$ cat config.mk
export PLATFORM = sky130hd
export DESIGN_NAME = wss_sequencer
export DESIGN_NICKNAME = d
export VERILOG_FILES = /design/src/pkg/wss_pkg.sv /design/src/rtl/wss_sequencer.sv
export VERILOG_INCLUDE_DIRS = /design/src /design/src/pkg
export SDC_FILE = /design/constraint.sdc
export NUM_CORES = 1
export LEC_CHECK = 0
export BUFFER_PORTS_ARGS = -buffer_cell sky130_fd_sc_hd__buf_2
export CELL_PAD_IN_SITES_DETAIL_PLACEMENT = 0
export CELL_PAD_IN_SITES_GLOBAL_PLACEMENT = 1
export CORE_UTILIZATION = 48
export DETAILED_ROUTE_END_ITERATION = 6
export GPL_ROUTABILITY_DRIVEN = 0
export GPL_TIMING_DRIVEN = 0
export PLACE_DENSITY = 0.83
export SYNTH_ARGS = -nofsm -noshare
export SYNTH_HDL_FRONTEND = slang
export SYNTH_SLANG_ARGS = --single-unit
$ cat constraint.sdc
create_clock -name mclk -period 7.92 [get_ports mclk]
set_clock_uncertainty 0.2 [all_clocks]
set_input_delay 1.584 -clock mclk [delete_from_list [all_inputs] [get_ports mclk]]
set_output_delay 1.584 -clock mclk [all_outputs]
set_load 0.05 [all_outputs]
$ cat src/pkg/wss_defines.svh
// Purpose: Offsets, field positions, reset values and counts of the waveform sequencer
// Assumes: 32-bit AHB-Lite register words
// Notes: Included by the sequencer module, the port checker and the bench
`ifndef WSS_DEFINES_SVH
`define WSS_DEFINES_SVH
`define WSS_OFF_IDLE_STATUS 12'h000
`define WSS_OFF_IDLE_CTL 12'h004
`define WSS_OFF_CTL_CFG 12'h008
`define WSS_OFF_TRIGGER 12'h00C
`define WSS_OFF_ABORT 12'h010
`define WSS_OFF_DONE_IE 12'h014
`define WSS_OFF_INT_READY 12'h018
`define WSS_OFF_PROGRAM 12'h040
`define WSS_BIT_DONE 7
`define WSS_BIT_IDLE_DRIVE 0
`define WSS_BIT_TRISTATE_MODE 7
`define WSS_BIT_DECISION 0
`define WSS_BIT_DATA 1
`define WSS_BIT_NEXT 2
`define WSS_BIT_INCAD 3
`define WSS_BIT_GINT 4
`define WSS_BIT_REEXEC 7
`define WSS_BIT_LFUNC 6
`define WSS_IDLE_INDEX 3'h7
`define WSS_LEN_ZERO_CYCLES 9'h100
`define WSS_RST_IDLE_CTL 8'hFF
`endif

$ cat src/pkg/wss_pkg.sv
// Purpose: Types of the waveform sequencer
// Assumes: Nothing beyond the defines header
// Notes: Logic function codes follow the instruction field
`default_nettype none
package wss_pkg;
	typedef enum logic [1:0]
	{
		WSS_LF_AND = 2'h0,
		WSS_LF_OR = 2'h1,
		WSS_LF_XOR = 2'h2,
		WSS_LF_RSV = 2'h3
	} wss_lfunc_type;
	typedef enum logic [1:0]
	{
		WSS_BUS_IDLE,
		WSS_BUS_WRITE,
		WSS_BUS_READ
	} wss_bus_type;
endpackage : wss_pkg
`default_nettype wire

$ cat src/rtl/wss_sequencer.sv
// Purpose: Programmable waveform sequencer with AHB-Lite register slave
// Assumes: All inputs except arst_n synchronous to mclk; ready inputs already clean
// Notes: One cycle of mclk with clkEn high is one interface clock cycle
//
// The implementer's own choices: the placing of the registers and the AHB-Lite register port.
`default_nettype none
`timescale 1ns/100ps
`include "wss_defines.svh"

// Behaviour
// Seven programmable states 0..6 plus idle state 7.
// Waveform ends exactly when the program branches into idle.
// Firmware must not trigger while a waveform still runs.
// Done flag at bit 7 of idle status and trigger; 1 when idle.
// Termination optionally raises the waveform-done interrupt.
// Abort write while running forces return to idle.
// While busy firmware writes only abort; other writes undefined.
// Idle data bus floats if idle-drive is 0, else holds last value.
// Tristate mode bit 7 of control config selects idle control mapping.
// Mode 0: idle levels [5:0] drive six control outputs, always enabled; the code releases open-drain outputs at level 1.
// Mode 0: config bit per output, 0 push-pull, 1 open-drain.
// Mode 1: idle bits [7:4] enable outputs 3..0, [3:0] levels; 4,5 off.
// Each state is a 32-bit instruction, decision or fixed-duration.
// Write states drive or float bus; read states sample or not.
// Fixed-duration state holds outputs for programmed cycle count.
// All seven fixed-duration: state 6 falls through to idle.
// Shorter programs must branch to idle explicitly themselves.
// Decision state samples two terms, combines, branches to one of two.
// Control task once on entry; self-loop repeats it if re-execute set.
// Terms: six ready inputs, fifo flag, internal ready, count expired; count expired takes the slot of ready input 5.
// Combining function is AND, OR or XOR.
// Decision state lasts at least one cycle; branch on next edge.
// Transitions only on rising clock edge; states may last long.
// Duration zero means 256 cycles.
// After reset idle with done reading 1.
module wss_sequencer #(
	parameter int DATA_WIDTH = 16,
	parameter int STATES = 7
)
(
	input wire logic mclk,
	input wire logic arst_n,
	input wire logic clkEn,
	input wire logic hsel,
	input wire logic [31:0] haddr,
	input wire logic [1:0] htrans,
	input wire logic hwrite,
	input wire logic [2:0] hsize,
	input wire logic [31:0] hwdata,
	input wire logic hready,
	output logic [31:0] hrdata,
	output logic hreadyout,
	output logic hresp,
	input wire logic [5:0] readyIn,
	input wire logic [2:0] fifoFlags,
	input wire logic countExpired,
	input wire logic [DATA_WIDTH-1:0] dataIn,
	output logic [DATA_WIDTH-1:0] dataOut,
	output logic dataOe_n,
	output logic [DATA_WIDTH-1:0] readData,
	output logic readStrobe,
	output logic [5:0] ctlOut,
	output logic [5:0] ctlOe_n,
	output logic [8:0] addressOutput,
	output logic fifoAdvance,
	output logic waveformDoneIrq,
	output logic stateIrq
);
	logic [7:0] idleStatus_q;
	logic [7:0] idleCtl_q;
	logic [7:0] ctlCfg_q;
	logic doneIe_q;
	logic intReady_q;
	logic readMode_q;
	logic [31:0] prog_q [STATES];
	logic [2:0] state_q;
	logic [8:0] count_q;
	logic done;
	logic [31:0] instr;
	logic [7:0] lenField;
	logic [7:0] opField;
	logic [7:0] logicField;
	logic [7:0] outField;
	logic isDecision;
	logic termA;
	logic termB;
	logic decide;
	logic [2:0] target;
	logic stateEnd;
	logic [2:0] nextState;
	logic entry;
	logic runTask;
	logic [7:0] termVec;
	logic dphValid_q;
	logic dphWrite_q;
	logic [11:0] dphAddr_q;
	logic addrPhase;
	logic wrIdleStatus;
	logic wrIdleCtl;
	logic wrCtlCfg;
	logic wrTrigger;
	logic wrAbort;
	logic wrDoneIe;
	logic wrIntReady;
	logic trigger;
	logic abortReq;
	logic entry_q;

	// Zero-wait slave: every access completes in its first data phase
	assign hreadyout = 1'b1;
	assign hresp = 1'b0;
	assign addrPhase = hsel && hready && htrans[1];

	always_ff @(posedge mclk or negedge arst_n)
	begin
		if (!arst_n)
		begin
			dphValid_q <= 1'b0;
			dphWrite_q <= 1'b0;
			dphAddr_q <= 12'h000;
		end
		else if (clkEn)
		begin
			dphValid_q <= addrPhase;
			dphWrite_q <= addrPhase && hwrite;
			dphAddr_q <= haddr[11:0];
		end
	end

	assign wrIdleStatus = dphWrite_q && dphAddr_q == `WSS_OFF_IDLE_STATUS;
	assign wrIdleCtl = dphWrite_q && dphAddr_q == `WSS_OFF_IDLE_CTL;
	assign wrCtlCfg = dphWrite_q && dphAddr_q == `WSS_OFF_CTL_CFG;
	assign wrTrigger = dphWrite_q && dphAddr_q == `WSS_OFF_TRIGGER;
	assign wrAbort = dphWrite_q && dphAddr_q == `WSS_OFF_ABORT;
	assign wrDoneIe = dphWrite_q && dphAddr_q == `WSS_OFF_DONE_IE;
	assign wrIntReady = dphWrite_q && dphAddr_q == `WSS_OFF_INT_READY;
	// Trigger while busy is ignored; firmware must wait for done
	assign trigger = wrTrigger && done;
	assign abortReq = wrAbort && !done;

	always_ff @(posedge mclk or negedge arst_n)
	begin
		if (!arst_n)
		begin
			idleStatus_q <= 8'h00;
			idleCtl_q <= `WSS_RST_IDLE_CTL;
			ctlCfg_q <= 8'h00;
			doneIe_q <= 1'b0;
			intReady_q <= 1'b0;
			readMode_q <= 1'b0;
		end
		else if (clkEn)
		begin
			// Config writes except internal ready land only when idle; other busy-time writes except abort are dropped
			if (done)
			begin
				if (wrIdleStatus)
					idleStatus_q <= hwdata[7:0];
				if (wrIdleCtl)
					idleCtl_q <= hwdata[7:0];
				if (wrCtlCfg)
					ctlCfg_q <= hwdata[7:0];
				if (wrDoneIe)
					doneIe_q <= hwdata[0];
				if (trigger)
					readMode_q <= hwdata[0];
			end
			if (wrIntReady)
				intReady_q <= hwdata[0];
		end
	end

	for (genvar gi = 0; gi < STATES; gi++)
	begin : g_prog
		always_ff @(posedge mclk or negedge arst_n)
		begin
			if (!arst_n)
				prog_q[gi] <= 32'h0000_0000;
			else if (clkEn && done && dphWrite_q
				&& dphAddr_q == `WSS_OFF_PROGRAM + 12'(gi * 4))
				prog_q[gi] <= hwdata;
		end
	end

	always_comb
	begin
		hrdata = 32'h0000_0000;
		if (dphValid_q)
		begin
			unique case (dphAddr_q)
				`WSS_OFF_IDLE_STATUS: hrdata = {24'h0, done, idleStatus_q[6:0]};
				`WSS_OFF_IDLE_CTL: hrdata = {24'h0, idleCtl_q};
				`WSS_OFF_CTL_CFG: hrdata = {24'h0, ctlCfg_q};
				`WSS_OFF_TRIGGER: hrdata = {24'h0, done, 6'h0, readMode_q};
				`WSS_OFF_DONE_IE: hrdata = {31'h0, doneIe_q};
				`WSS_OFF_INT_READY: hrdata = {31'h0, intReady_q};
				default:
				begin
					for (int i = 0; i < STATES; i++)
						if (dphAddr_q == `WSS_OFF_PROGRAM + 12'(i * 4))
							hrdata = prog_q[i];
				end
			endcase
		end
	end

	assign done = state_q == `WSS_IDLE_INDEX;
	assign instr = done ? 32'h0 : prog_q[state_q];
	assign lenField = instr[31:24];
	assign opField = instr[23:16];
	assign logicField = instr[15:8];
	assign outField = instr[7:0];
	assign isDecision = opField[`WSS_BIT_DECISION];

	// Count expired replaces ready input five
	assign termVec = {intReady_q, 1'b0, countExpired, readyIn[4:0]};
	always_comb
	begin
		termA = logicField[5:3] == 3'h6 ? fifoFlags[0] : termVec[logicField[5:3]];
		termB = logicField[2:0] == 3'h6 ? fifoFlags[0] : termVec[logicField[2:0]];
		if (logicField[5:3] == 3'h6 || logicField[2:0] == 3'h6)
		begin
			if (logicField[5:3] == 3'h6)
				termA = |(fifoFlags & 3'h7) && fifoFlags != 3'h0 ? fifoFlags[0] | fifoFlags[1]
					| fifoFlags[2] : 1'b0;
			if (logicField[2:0] == 3'h6)
				termB = fifoFlags[0] | fifoFlags[1] | fifoFlags[2];
		end
		unique case (wss_pkg::wss_lfunc_type'({logicField[`WSS_BIT_LFUNC+1],
			logicField[`WSS_BIT_LFUNC]}))
			wss_pkg::WSS_LF_AND: decide = termA & termB;
			wss_pkg::WSS_LF_OR: decide = termA | termB;
			wss_pkg::WSS_LF_XOR: decide = termA ^ termB;
			default: decide = termA & termB;
		endcase
	end

	assign target = decide ? lenField[5:3] : lenField[2:0];
	// Decision resolves after exactly one cycle in the state
	assign stateEnd = isDecision ? 1'b1 : count_q == 9'h001; // see

	always_comb
	begin
		nextState = state_q;
		if (abortReq)
			nextState = `WSS_IDLE_INDEX;
		else if (done)
			nextState = trigger ? 3'h0 : state_q;
		else if (stateEnd)
		begin
			if (isDecision)
				nextState = target;
			else if (state_q == 3'(STATES - 1))
				nextState = `WSS_IDLE_INDEX;
			else
				nextState = state_q + 3'h1;
		end
	end

	assign entry = clkEn && nextState != `WSS_IDLE_INDEX && (nextState != state_q || done);

	always_ff @(posedge mclk or negedge arst_n)
	begin
		if (!arst_n)
		begin
			state_q <= `WSS_IDLE_INDEX;
			count_q <= 9'h001;
			entry_q <= 1'b0;
		end
		else if (clkEn)
		begin
			state_q <= nextState;
			entry_q <= entry || (!done && !abortReq && isDecision && stateEnd
				&& target == state_q);
			if (nextState != `WSS_IDLE_INDEX)
			begin
				if (nextState != state_q || done || stateEnd)
				begin
					// Duration zero stretches to 256 cycles
					if (prog_q[nextState][31:24] == 8'h00)
						count_q <= `WSS_LEN_ZERO_CYCLES;
					else
						count_q <= {1'b0, prog_q[nextState][31:24]};
				end
				else
					count_q <= count_q - 9'h001;
			end
		end
	end

	logic stateEntryLoop;
	logic [2:0] prevState_q;
	// Self-loop of a decision state repeats its task only with re-execute
	assign runTask = clkEn && entry_q && !done
		&& (!isDecision || lenField[`WSS_BIT_REEXEC] || !stateEntryLoop);
	assign stateEntryLoop = prevState_q == state_q;
	always_ff @(posedge mclk or negedge arst_n)
	begin
		if (!arst_n)
			prevState_q <= `WSS_IDLE_INDEX;
		else if (clkEn)
			prevState_q <= state_q;
	end

	always_ff @(posedge mclk or negedge arst_n)
	begin
		if (!arst_n)
		begin
			fifoAdvance <= 1'b0;
			stateIrq <= 1'b0;
			readStrobe <= 1'b0;
			waveformDoneIrq <= 1'b0;
		end
		else if (clkEn)
		begin
			fifoAdvance <= runTask && opField[`WSS_BIT_NEXT];
			stateIrq <= runTask && opField[`WSS_BIT_GINT];
			readStrobe <= runTask && readMode_q && opField[`WSS_BIT_DATA];
			waveformDoneIrq <= doneIe_q && !done && nextState == `WSS_IDLE_INDEX;
		end
	end

	always_ff @(posedge mclk or negedge arst_n)
	begin
		if (!arst_n)
			addressOutput <= 9'h000;
		else if (clkEn && runTask && opField[`WSS_BIT_INCAD])
			addressOutput <= addressOutput + 9'h001;
	end

	// Read data holds the last sample until the next sampling state
	always_ff @(posedge mclk or negedge arst_n)
	begin
		if (!arst_n)
			readData <= '0;
		else if (clkEn && runTask && readMode_q && opField[`WSS_BIT_DATA])
			readData <= dataIn;
	end

	// Idle drive shows this word until a later trigger reloads it
	always_ff @(posedge mclk or negedge arst_n)
	begin
		if (!arst_n)
			dataOut <= '0;
		else if (clkEn && wrTrigger && done && hwdata[1])
			dataOut <= hwdata[DATA_WIDTH+15:16];
	end

	always_comb
	begin
		if (done)
			dataOe_n = !idleStatus_q[`WSS_BIT_IDLE_DRIVE];
		else
			dataOe_n = readMode_q || !opField[`WSS_BIT_DATA];
	end

	logic [7:0] ctlSrc;
	assign ctlSrc = done ? idleCtl_q : outField;
	always_comb
	begin
		if (ctlCfg_q[`WSS_BIT_TRISTATE_MODE])
		begin
			ctlOut = {2'b00, ctlSrc[3:0]};
			ctlOe_n = {2'b11, ~ctlSrc[7:4]};
		end
		else
		begin
			ctlOut = ctlSrc[5:0]; // see
			// Open-drain outputs release the pin for a high level
			ctlOe_n = ctlCfg_q[5:0] & ctlSrc[5:0];
		end
	end
endmodule : wss_sequencer
`default_nettype wire

## Word-level counts from Yosys, hierarchy flattened

Index checks and enable logic that the tools add are counted.

- Bits in registers: 325
- Input bits: 101
- Output and inout bits: 92

- Add/sub/neg operators: 3
- $lt $le $gt $ge: 4
- Equal/unequal tests: 25
- Multiplexer cells: 42
- Bitwise operators: 9
- Reduce and logical (&&, ||, !) cells: 68

Operator list:

| kind | count |
|---|---|
| $mux 32 | 13 |
| $bmux 32 s3 | 2 |
| $pmux 32 s6 | 1 |
| $eq 12x7->1 const B | 7 |
| $logic_and 1x1->1 | 44 |
| $eq 12x5->1 const B | 3 |
| $eq 12x4->1 const B | 2 |
| $mux 3 | 7 |
| $mux 9 | 2 |
| $eq 3x3->1 const B | 5 |
| $reduce_and 3->1 | 5 |
| $eq 12x3->1 const B | 1 |
| $logic_not 12->1 | 1 |
| $mux 6 | 2 |
| $mux 1 | 11 |
| $add 9x1->9 const B | 1 |
| $eq 9x1->1 const B | 1 |
| $sub 9x1->9 const B | 1 |
| $ge 4x4->1 const B | 2 |
| $logic_not 8->1 | 1 |
| $lt 3x4->1 const B | 2 |
| $mux 8 | 1 |
| $not 3->4 | 2 |
| $logic_or 1x1->1 | 7 |
| other kinds (17) | 27 |

## Logic depth before layout (Yosys ltp)

Gate-level depths: netlist of run 1.

- Word-level depth: 24
- Gate-level depth with buffers: 25
- Gate-level depth less buffers: 20

## Least setup slack after synthesis of run 1

OpenSTA, ideal clock, no wires.

- Kind: reg-to-output
- Start: reg state_q[1]
- End: out ctlOe_n[3]
- Data arrival time: 4,762 ps
- Data required time: 6,136 ps
- Setup slack: 1,374 ps
- Cell stages (with the launch flop): 12
- Buffers on the path: 6
- Cell sequence: dfstp_2 buf_2 buf_2 buf_2 buf_2 buf_2 buf_1 mux4_2 o21ai_0 o21ai_0 nand2_1 o21ai_0

- Cells in the longest elaborated chain, start to end: 8

Ends and longest elaborated chain:

| item | line | text |
|---|---|---|
| start: declaration | wss_sequencer.sv:76 | `logic [2:0] state_q;` |
| start signal: assignment | wss_sequencer.sv:266 | `` state_q <= `WSS_IDLE_INDEX; `` |
| start signal: assignment | wss_sequencer.sv:272 | `state_q <= nextState;` |
| $not 3->4 (implied by the code) | wss_sequencer.sv:208 | `assign instr = done ? 32'h0 : prog_q[state_q];` |
| $bmux 32 s3 | wss_sequencer.sv:208 |  |
| $mux 32 (implied by the code) (2 in series) | wss_sequencer.sv:208 |  |
| $mux 32 | wss_sequencer.sv:208 |  |
| $mux 8 * | wss_sequencer.sv:358 | `assign ctlSrc = done ? idleCtl_q : outField;` |
| $and 6x6->6 or $not 4->4 (tied branches) | wss_sequencer.sv:370, wss_sequencer.sv:364 |  |
| $mux 6 * | wss_sequencer.sv:361 | `` if (ctlCfg_q[`WSS_BIT_TRISTATE_MODE]) `` |
| end: declaration | wss_sequencer.sv:63 | `output logic [5:0] ctlOe_n,` |

Mark *: on every way between the ends. The rest lies on a longest branch, timed or not. The select of a mux whose other input is x is not followed.

## Worst setup path in the final report of run 1

- Start: reg state_q[1]
- End: reg count_q[3]

- Cells in the longest elaborated chain, start to end: 24

Ends and longest elaborated chain:

| item | line | text |
|---|---|---|
| $not 3->4 (implied by the code) | wss_sequencer.sv:208 |  |
| $bmux 32 s3 | wss_sequencer.sv:208 |  |
| $mux 32 (implied by the code) (2 in series) | wss_sequencer.sv:208 |  |
| $mux 32 | wss_sequencer.sv:208 |  |
| $bmux 1 s3 (on tied branches) | wss_sequencer.sv:219, wss_sequencer.sv:220 |  |
| $mux 1 (on tied branches) (2 in series) | wss_sequencer.sv:219, wss_sequencer.sv:220 |  |
| $mux 1 (on tied branches) | wss_sequencer.sv:223, wss_sequencer.sv:226 |  |
| $mux 1 | wss_sequencer.sv:221 | `if (logicField[5:3] == 3'h6 \|\| logicField[2:0] == 3'h6)` |
| (+5 left out) | -- |  |
| $mux 3 | wss_sequencer.sv:247 | `else if (done)` |
| $mux 3 | wss_sequencer.sv:245 | `if (abortReq)` |
| $not 3->4 (implied by the code) | wss_sequencer.sv:280, wss_sequencer.sv:283 |  |
| $bmux 32 s3 | wss_sequencer.sv:280, wss_sequencer.sv:283 |  |
| $mux 32 (implied by the code) (2 in series) | wss_sequencer.sv:280, wss_sequencer.sv:283 |  |
| $logic_not 8->1 | wss_sequencer.sv:280 | `if (prog_q[nextState][31:24] == 8'h00)` |
| $mux 9 | wss_sequencer.sv:280 |  |
| $mux 9 | wss_sequencer.sv:277 | `if (nextState != state_q \|\| done \|\| stateEnd)` |
| end signal: assignment | wss_sequencer.sv:281 | `` count_q <= `WSS_LEN_ZERO_CYCLES; `` |
| end signal: assignment | wss_sequencer.sv:283 | `count_q <= {1'b0, prog_q[nextState][31:24]};` |
| end signal: assignment | wss_sequencer.sv:286 | `count_q <= count_q - 9'h001;` |
| end: declaration | wss_sequencer.sv:77 | `logic [8:0] count_q;` |

Parallel ways exist; a longest one is shown, timed or not. The select of a mux whose other input is x is not followed.
A chain may end at the register's enable or synchronous reset.

==> reports/results.ini, run 1 <==
[logic_synthesis]
synthCells=1361
synthXorXnorAreaFrac_pct=0.7244
syn_nets=1473
synth_edf_count=0
yosysWarnings=0
syn-cell-area_um2=16930
synth-simple-area-share_pct=6.291
synth_compound_area_share_pct=12.99
async_flop_share_pct=100.0
avgSynthCellArea_um2=12.44
muxShareOfSynthArea_pct=27.92
synth_ff_type=dfrtp_1
synthAdderAreaFrac_pct=0.8131
synth_cell_type_count=73
synth-seq-area-share_pct=48.16
synth-seq-cells=325
synth_top_family_by_area=multiplexers

[placement]
portBuffers=165
place_area_um2=18440
dp_hpwl_um=37130

[pwr]
power-per-cell-area_nw_per_um2=269.9
seqPwrFrac_pct=33.8
pwr-share-clk_pct=31.1
power.total_mw=5.307
p_comb_share_pct=35.1
p_int_mw=3.337
p_leak_nw=9.246
p_switching_mw=1.970
p_sw_share_pct=37.12
ir_drop_v=0.0001818

[global_route]
grt_pass1_wl_um=83120
grt_use_total_pct=30.75
grt.overflow.total=0
antenna_found_initial=1
grt_max_degree=125
grt_pass1_vias=13460

[detailed_routing]
drt-total-wl_um=54900
routedWlPerCell_um=26.70
drt_first_pass_iters=7
postRouteAntennaNets=0
dr_total_vias=13480
drtIter0Drc=1606
drcViolationCount=4
viasPerCell=6.557

[finish]
fin_nets=1685
drive_gt1_share_pct=40.50
fin_area_um2=19660
area_growth_pct=16.17

[worst_setup_path]
cp-end-kind=flop
cp.arrival_ps=7930
critPathMaxFanout=10
cp_data_required_time_ps=8110
critPathLaunchType=flop
crit_type=flop to flop

[sta]
min_period_ps=7744
slew_viol_final=0
worst_pin_slew_ps=1167
rsz0062_at_grt=false
max_freq_mhz=129.1
period_share_pct=97.78
finalSetupViolCount=0
hold_violations=0
slew_headroom_pct=21.46

[run_status]
violations=DRC
status=finished with violations

[cts]
numCtsBuffers=36
clockBufferDepth=3
insertion_delay_ps=530
clk_pin_slew_worst_paths_ps=60
htreeDepth=2
cts.sinks=325
cts_root_buffer=clkbuf_16
cts_tree=built

[floorplanning]
die_h_um=189.8
start_util_pct=48.88
num_rows=68
io_pins=193
die_area_um2=36020
coreArea_um2=34630
die_x_um=189.8

[min_path]
holdCritPathClass=flop to flop

[flow_run]
drv_cap=0

==> synth_stat cells, drive strengths merged, types with 6 or more instances <==
master / number / area (um2)
nand2: 55 / 230.2
xnor2: 11 / 96.34
mux2i: 39 / 390.4
o22ai: 13 / 81.33
dfstp: 15 / 394.1
mux4: 28 / 630.6
nor2: 47 / 176.4
and3: 10 / 62.56
nand2b: 8 / 50.05
or3: 7 / 43.79
nor3: 25 / 157.6
mux2: 329 / 3705
o21ai: 44 / 220.2
a221o: 19 / 190.2
a31oi: 30 / 187.7
nor2b: 6 / 37.54
inv: 20 / 75.07
a222oi: 34 / 340.3
dfrtp: 310 / 7757
nand3: 12 / 60.06
ha: 11 / 137.6
nand4: 6 / 37.54
clkbuf: 51 / 191.4
a221oi: 10 / 87.58
buf: 44 / 240.2
a21oi: 24 / 120.1
nor4: 6 / 37.54
a22oi: 63 / 473.0
==> timing repair <==
action	CTS	global route
hold buffers	0	0
gates resized for setup	4	4
hold endpoints to repair	0	0
buffers inserted	2	2
pin swaps	1	1
endpoints found under the setup margin	7	9
==> stage by stage <==
step           TNS [ps]  setup WS [ps]  std cells  hold WS, ps  util [%]
3_3_place_gp    -330590          -1091       1981        258.2     52.91
5_1_grt               0          59.22       2055        309.4     56.78
6_report              0          175.7       2056        270.8     56.79
2_1_floorplan         0           1374       1361        274.9         -
3_5_place_dp     -725.0         -260.8       1986        267.7     53.25
4_1_cts               0          229.7       2053        280.0     56.70
==> path summary, 6_finish.rpt <==
| check | startpoint | endpoint | slack, ps | cells past startpoint |
|---|---|---|---|---|
| min in group asynchronous | arst_n | dataOut[11] | 830 | 1 |
| max in group asynchronous | arst_n | stateIrq | 5100 | 3 |
| hold reg to reg | addressOutput[8] | addressOutput[8] | 270 | 1 |
| hold / removal | addressOutput[8] | addressOutput[8] | 270 | 1 |
| setup reg to reg | state_q[1] | count_q[3] | 180 | 21 |
| setup / recovery | state_q[1] | count_q[3] | 180 | 21 |
==> placed cells by master, fill, tap and decap left out, types with 6 or more instances in the layout <==
cell / n
a21oi_1: 24
a221o_1: 19
a221oi_1: 10
a222oi_1: 34
a22oi_1: 63
a31oi_1: 30
and3_1: 10
buf_1: 9
buf_2: 191
buf_4: 7
buf_6: 6
clkbuf_1: 58
clkbuf_16: 37
clkbuf_8: 7
clkinv_2: 7
dfrtp_1: 310
dfstp_2: 15
ha_1: 11
inv_1: 19
mux2_1: 15
mux2_2: 314
mux2i_1: 39
mux4_2: 28
nand2_1: 53
nand2b_1: 8
nand3_1: 12
nand4_1: 6
nor2_1: 47
nor2b_1: 6
nor3_1: 18
nor4_1: 6
o21ai_0: 43
o22ai_1: 13
or3_1: 7
xnor2_1: 11
==> per-layer routing <==
| metal | vias up | part of all wire [%] | GRT usage, % |
|---|---|---|---|
| met1 | 6853 | 41 | 42.00 |
| li1 | 5685 | - | - |
| met4 | 0 | 4.3 | 13.40 |
| met3 | 154 | 9.6 | 6.087 |
| met5 | - | 0 | 0 |
| met2 | 790 | 45 | 47.63 |
==> worst max-delay path: stages (launching register included) <==
cell and delay (ps):
dfstp_2 620, buf_2 310, buf_2 390, buf_2 430, buf_2 380, buf_2 440, mux4_2 360, o21ai_0 330
a21oi_1 120, o32ai_1 610, inv_1 110, ha_1 280, and2_1 200, o31ai_4 450, mux2_2 410, nor3_1 440
o41a_2 390, mux2_1 350, a221o_1 330, a21oi_1 180, a31oi_1 70, o22a_1 210
==> layout make-up <==
cell class | instances | area [um2]
Tap cell | 455 | 569.3
Fill cell | 2870 | 14960
Antenna cell | 1 | 2.502
Timing Repair Buffer | 174 | 958.4
Inverter | 23 | 86.33
Clock buffer | 52 | 1052
Sequential cell | 325 | 8152
Buffer | 95 | 440.4
Multi-Input combinational cell | 918 | 8298
Clock inverter | 13 | 105.1
==> sequential cells by signal, summed over array words and instances, names as in the netlist, 3 cells and up <==
| signal | cells |
|---|---|
| state_q | 3 |
| dataOut | 16 |
| dphAddr_q | 12 |
| readData | 16 |
| count_q | 9 |
| ctlCfg_q | 8 |
| idleCtl_q | 8 |
| prevState_q | 3 |
| addressOutput | 9 |
| prog_q | 224 |
| idleStatus_q | 7 |
==> power by group through the flow <==
stage,Clock (mW),Sequential [mW],Combinational (mW)
final,1.65,1.80,1.86
after global routing,1.73,1.81,1.96
after CTS,1.67,1.79,1.80
after detailed placement,0,1.82,1.77
after global placement,0,1.82,1.74
after floorplan,0,1.84,1.19
==> kinds of logic after synthesis <==
kind of cell,Yosys count
muxes,396
DFF,325
AOI/OAI and AO/OA,292
and+or+nand+nor,203
buffers and inverters,118
xor gates and xnor gates,14
adders and majority gates,11
other,2
No activity file was read; power rests on OpenSTA's default activity.
==> run 2, diff against run 1 <==
--- a/config.mk
+++ b/config.mk
@@ -13,7 +13,9 @@
 export DETAILED_ROUTE_END_ITERATION = 6
 export GPL_ROUTABILITY_DRIVEN = 0
 export GPL_TIMING_DRIVEN = 0
+export HOLD_SLACK_MARGIN = 0.08
 export PLACE_DENSITY = 0.83
+export SETUP_SLACK_MARGIN = 0.5
 export SYNTH_ARGS = -nofsm -noshare
 export SYNTH_HDL_FRONTEND = slang
 export SYNTH_SLANG_ARGS = --single-unit
==> run 2 against run 1 <==
The run still ends with DRC left. Register-to-register slack gained 570 ps. First-iteration DRC count shrank 2.5%. Combinational power grew 3%. Critical endpoint is now hrdata[16]. Non-clock buffer count grew 3. Maximum frequency grew 7.4%.
==> reports/results.ini, run 2 (same netlist as run 1, synthesis figures left out) <==
[global_route]
grt_pass1_vias=13450
use_met2_pct=47.48
grt_pass1_wl_um=83130
busiest_layer=met2
grt_use_total_pct=30.75
grt.overflow.total=0
grt_max_degree=125
use_met3_pct=6.346
antenna_found_initial=1
grt.met1_usage_pct=41.88

[floorplanning]
num_rows=68
start_util_pct=48.88
io_pins=193
die_x_um=189.8
die_h_um=189.8
coreArea_um2=34630
die_area_um2=36020

[worst_setup_path]
cp-end-kind=primary output
critPathMaxFanout=10
cp.arrival_ps=5420
rrSetupSlack_ps=750
critPathLaunchType=flop
crit_type=flop to primary output
cp_data_required_time_ps=6140

[detailed_routing]
drt_first_pass_iters=7
drtIter0Drc=1566
viasPerCell=6.600
routedWlPerCell_um=26.67
postRouteAntennaNets=0
dr_total_vias=13600
drcViolationCount=3
drt-total-wl_um=54940

[placement]
dp_hpwl_um=37130
place_area_um2=18440
pre_cts_ws_ps=-260.8
post-place-cells=1986
portBuffers=165

[sta]
setup_slack_ps=711.0
max_freq_mhz=138.7
slew_headroom_pct=22.08
worst_pin_slew_ps=1158
min_period_ps=7209
hold_violations=0
period_share_pct=91.02
holdWs_ps=270.8
rsz0062_at_grt=false
slew_viol_final=0
finalSetupViolCount=0

[run_status]
status=finished with violations
violations=DRC

[finish]
largest_register_ffs=224
mostFrequentLayoutCell=mux2_2
final_cells=2060
fin_area_um2=19710
drive_gt1_share_pct=40.86
mostFrequentLayoutCells=mux2_2, dfrtp_1, buf_2
fin_nets=1688
largest_register=prog_q
area_growth_pct=16.46
fin_util_pct=56.93
reg_top3=prog_q x224, dataOut x16, readData x16

[cts]
numCtsBuffers=36
cts.sinks=325
cts_tree=built
cts_hold_buf=0
insertion_delay_ps=530
htreeDepth=2
clk_pin_slew_worst_paths_ps=60
clockBufferDepth=3
cts_root_buffer=clkbuf_16

[pwr]
ir_drop_v=0.0001814
power-per-cell-area_nw_per_um2=271.4
p_leak_nw=9.269

[flow_run]
drv_cap=0

[min_path]
holdCritPathClass=flop to flop

-- run 2: cell types whose count changed in the layout (fill, tap and decap cells not counted) --
cell and delta:
o32ai_2 +1, o32ai_1 -1, o21ai_0 -2, buf_2 -1, clkbuf_4 +1, buf_4 +4, diode_2 +1, nor3_1 -2
nor3_2 +2, o21ai_1 +2, buf_1 -1
-- run 2: per-stage QoR --
stage,TNS (ps),power (mW)
finish,0,5.351
global route,0,5.538
CTS,0,5.277
detailed placement,-725.0,3.594
global placement,-330590,3.562
floorplan,0,3.035
-- run 2: worst paths after layout --
path / startpoint / to / depth (start not counted)
worst max register to register: state_q[1] / count_q[8] / 23
worst min-delay path: addressOutput[8] / addressOutput[8] / 1
max in group asynchronous: arst_n / prog_q[8] / 3
min in group asynchronous: arst_n / dataOut[11] / 1
worst min register to register: addressOutput[8] / addressOutput[8] / 1
worst max-delay path: dphAddr_q[7] / hrdata[16] / 11
-- run 2: area by class of cell --
cell class                 count  area [um2]
tap                          455       569.3
buffer                        95       446.7
timing repair buffer         177       980.9
multi-input combinational    918        8315
clock inverter                13       105.1
inverter                      23       86.33
clock buffer                  52        1052
sequential                   325        8152
antenna                        2       5.005
fill                        2863       14920
-- run 2: metal layers --
metal,vias to the layer above,routed length [um]
li1,5702,-
met1,6921,22240
met2,804,24740
met3,168,5515
met4,0,2434
met5,-,0
-- run 2: worst max-delay path, stage by stage (launching register included) --
cell and delay (ps):
dfrtp_1 370, or4_4 550, or3_1 320, clkbuf_1 240
or3b_1 410, clkbuf_1 190, nor2_1 610, clkbuf_1 600
clkbuf_1 750, a222oi_1 210, a31oi_1 330, buf_2 330
-- run 2: repair_timing --
item	CTS	global route
gates resized for setup	11	7
cloned	0	0
pin swaps	1	3
setup endpoints to repair	10	10
endpoints found under the hold margin	0	0
setup buffers	2	5
-- run 2: where the power goes --
| group | leakage, nW | internal [mW] | total (mW) | switching [mW] |
|---|---|---|---|---|
| logic | 4.26 | 0.681 | 1.91 | 1.23 |
| registers | 4.44 | 1.73 | 1.80 | 0.0664 |
| clock network | 0.567 | 0.960 | 1.65 | 0.685 |
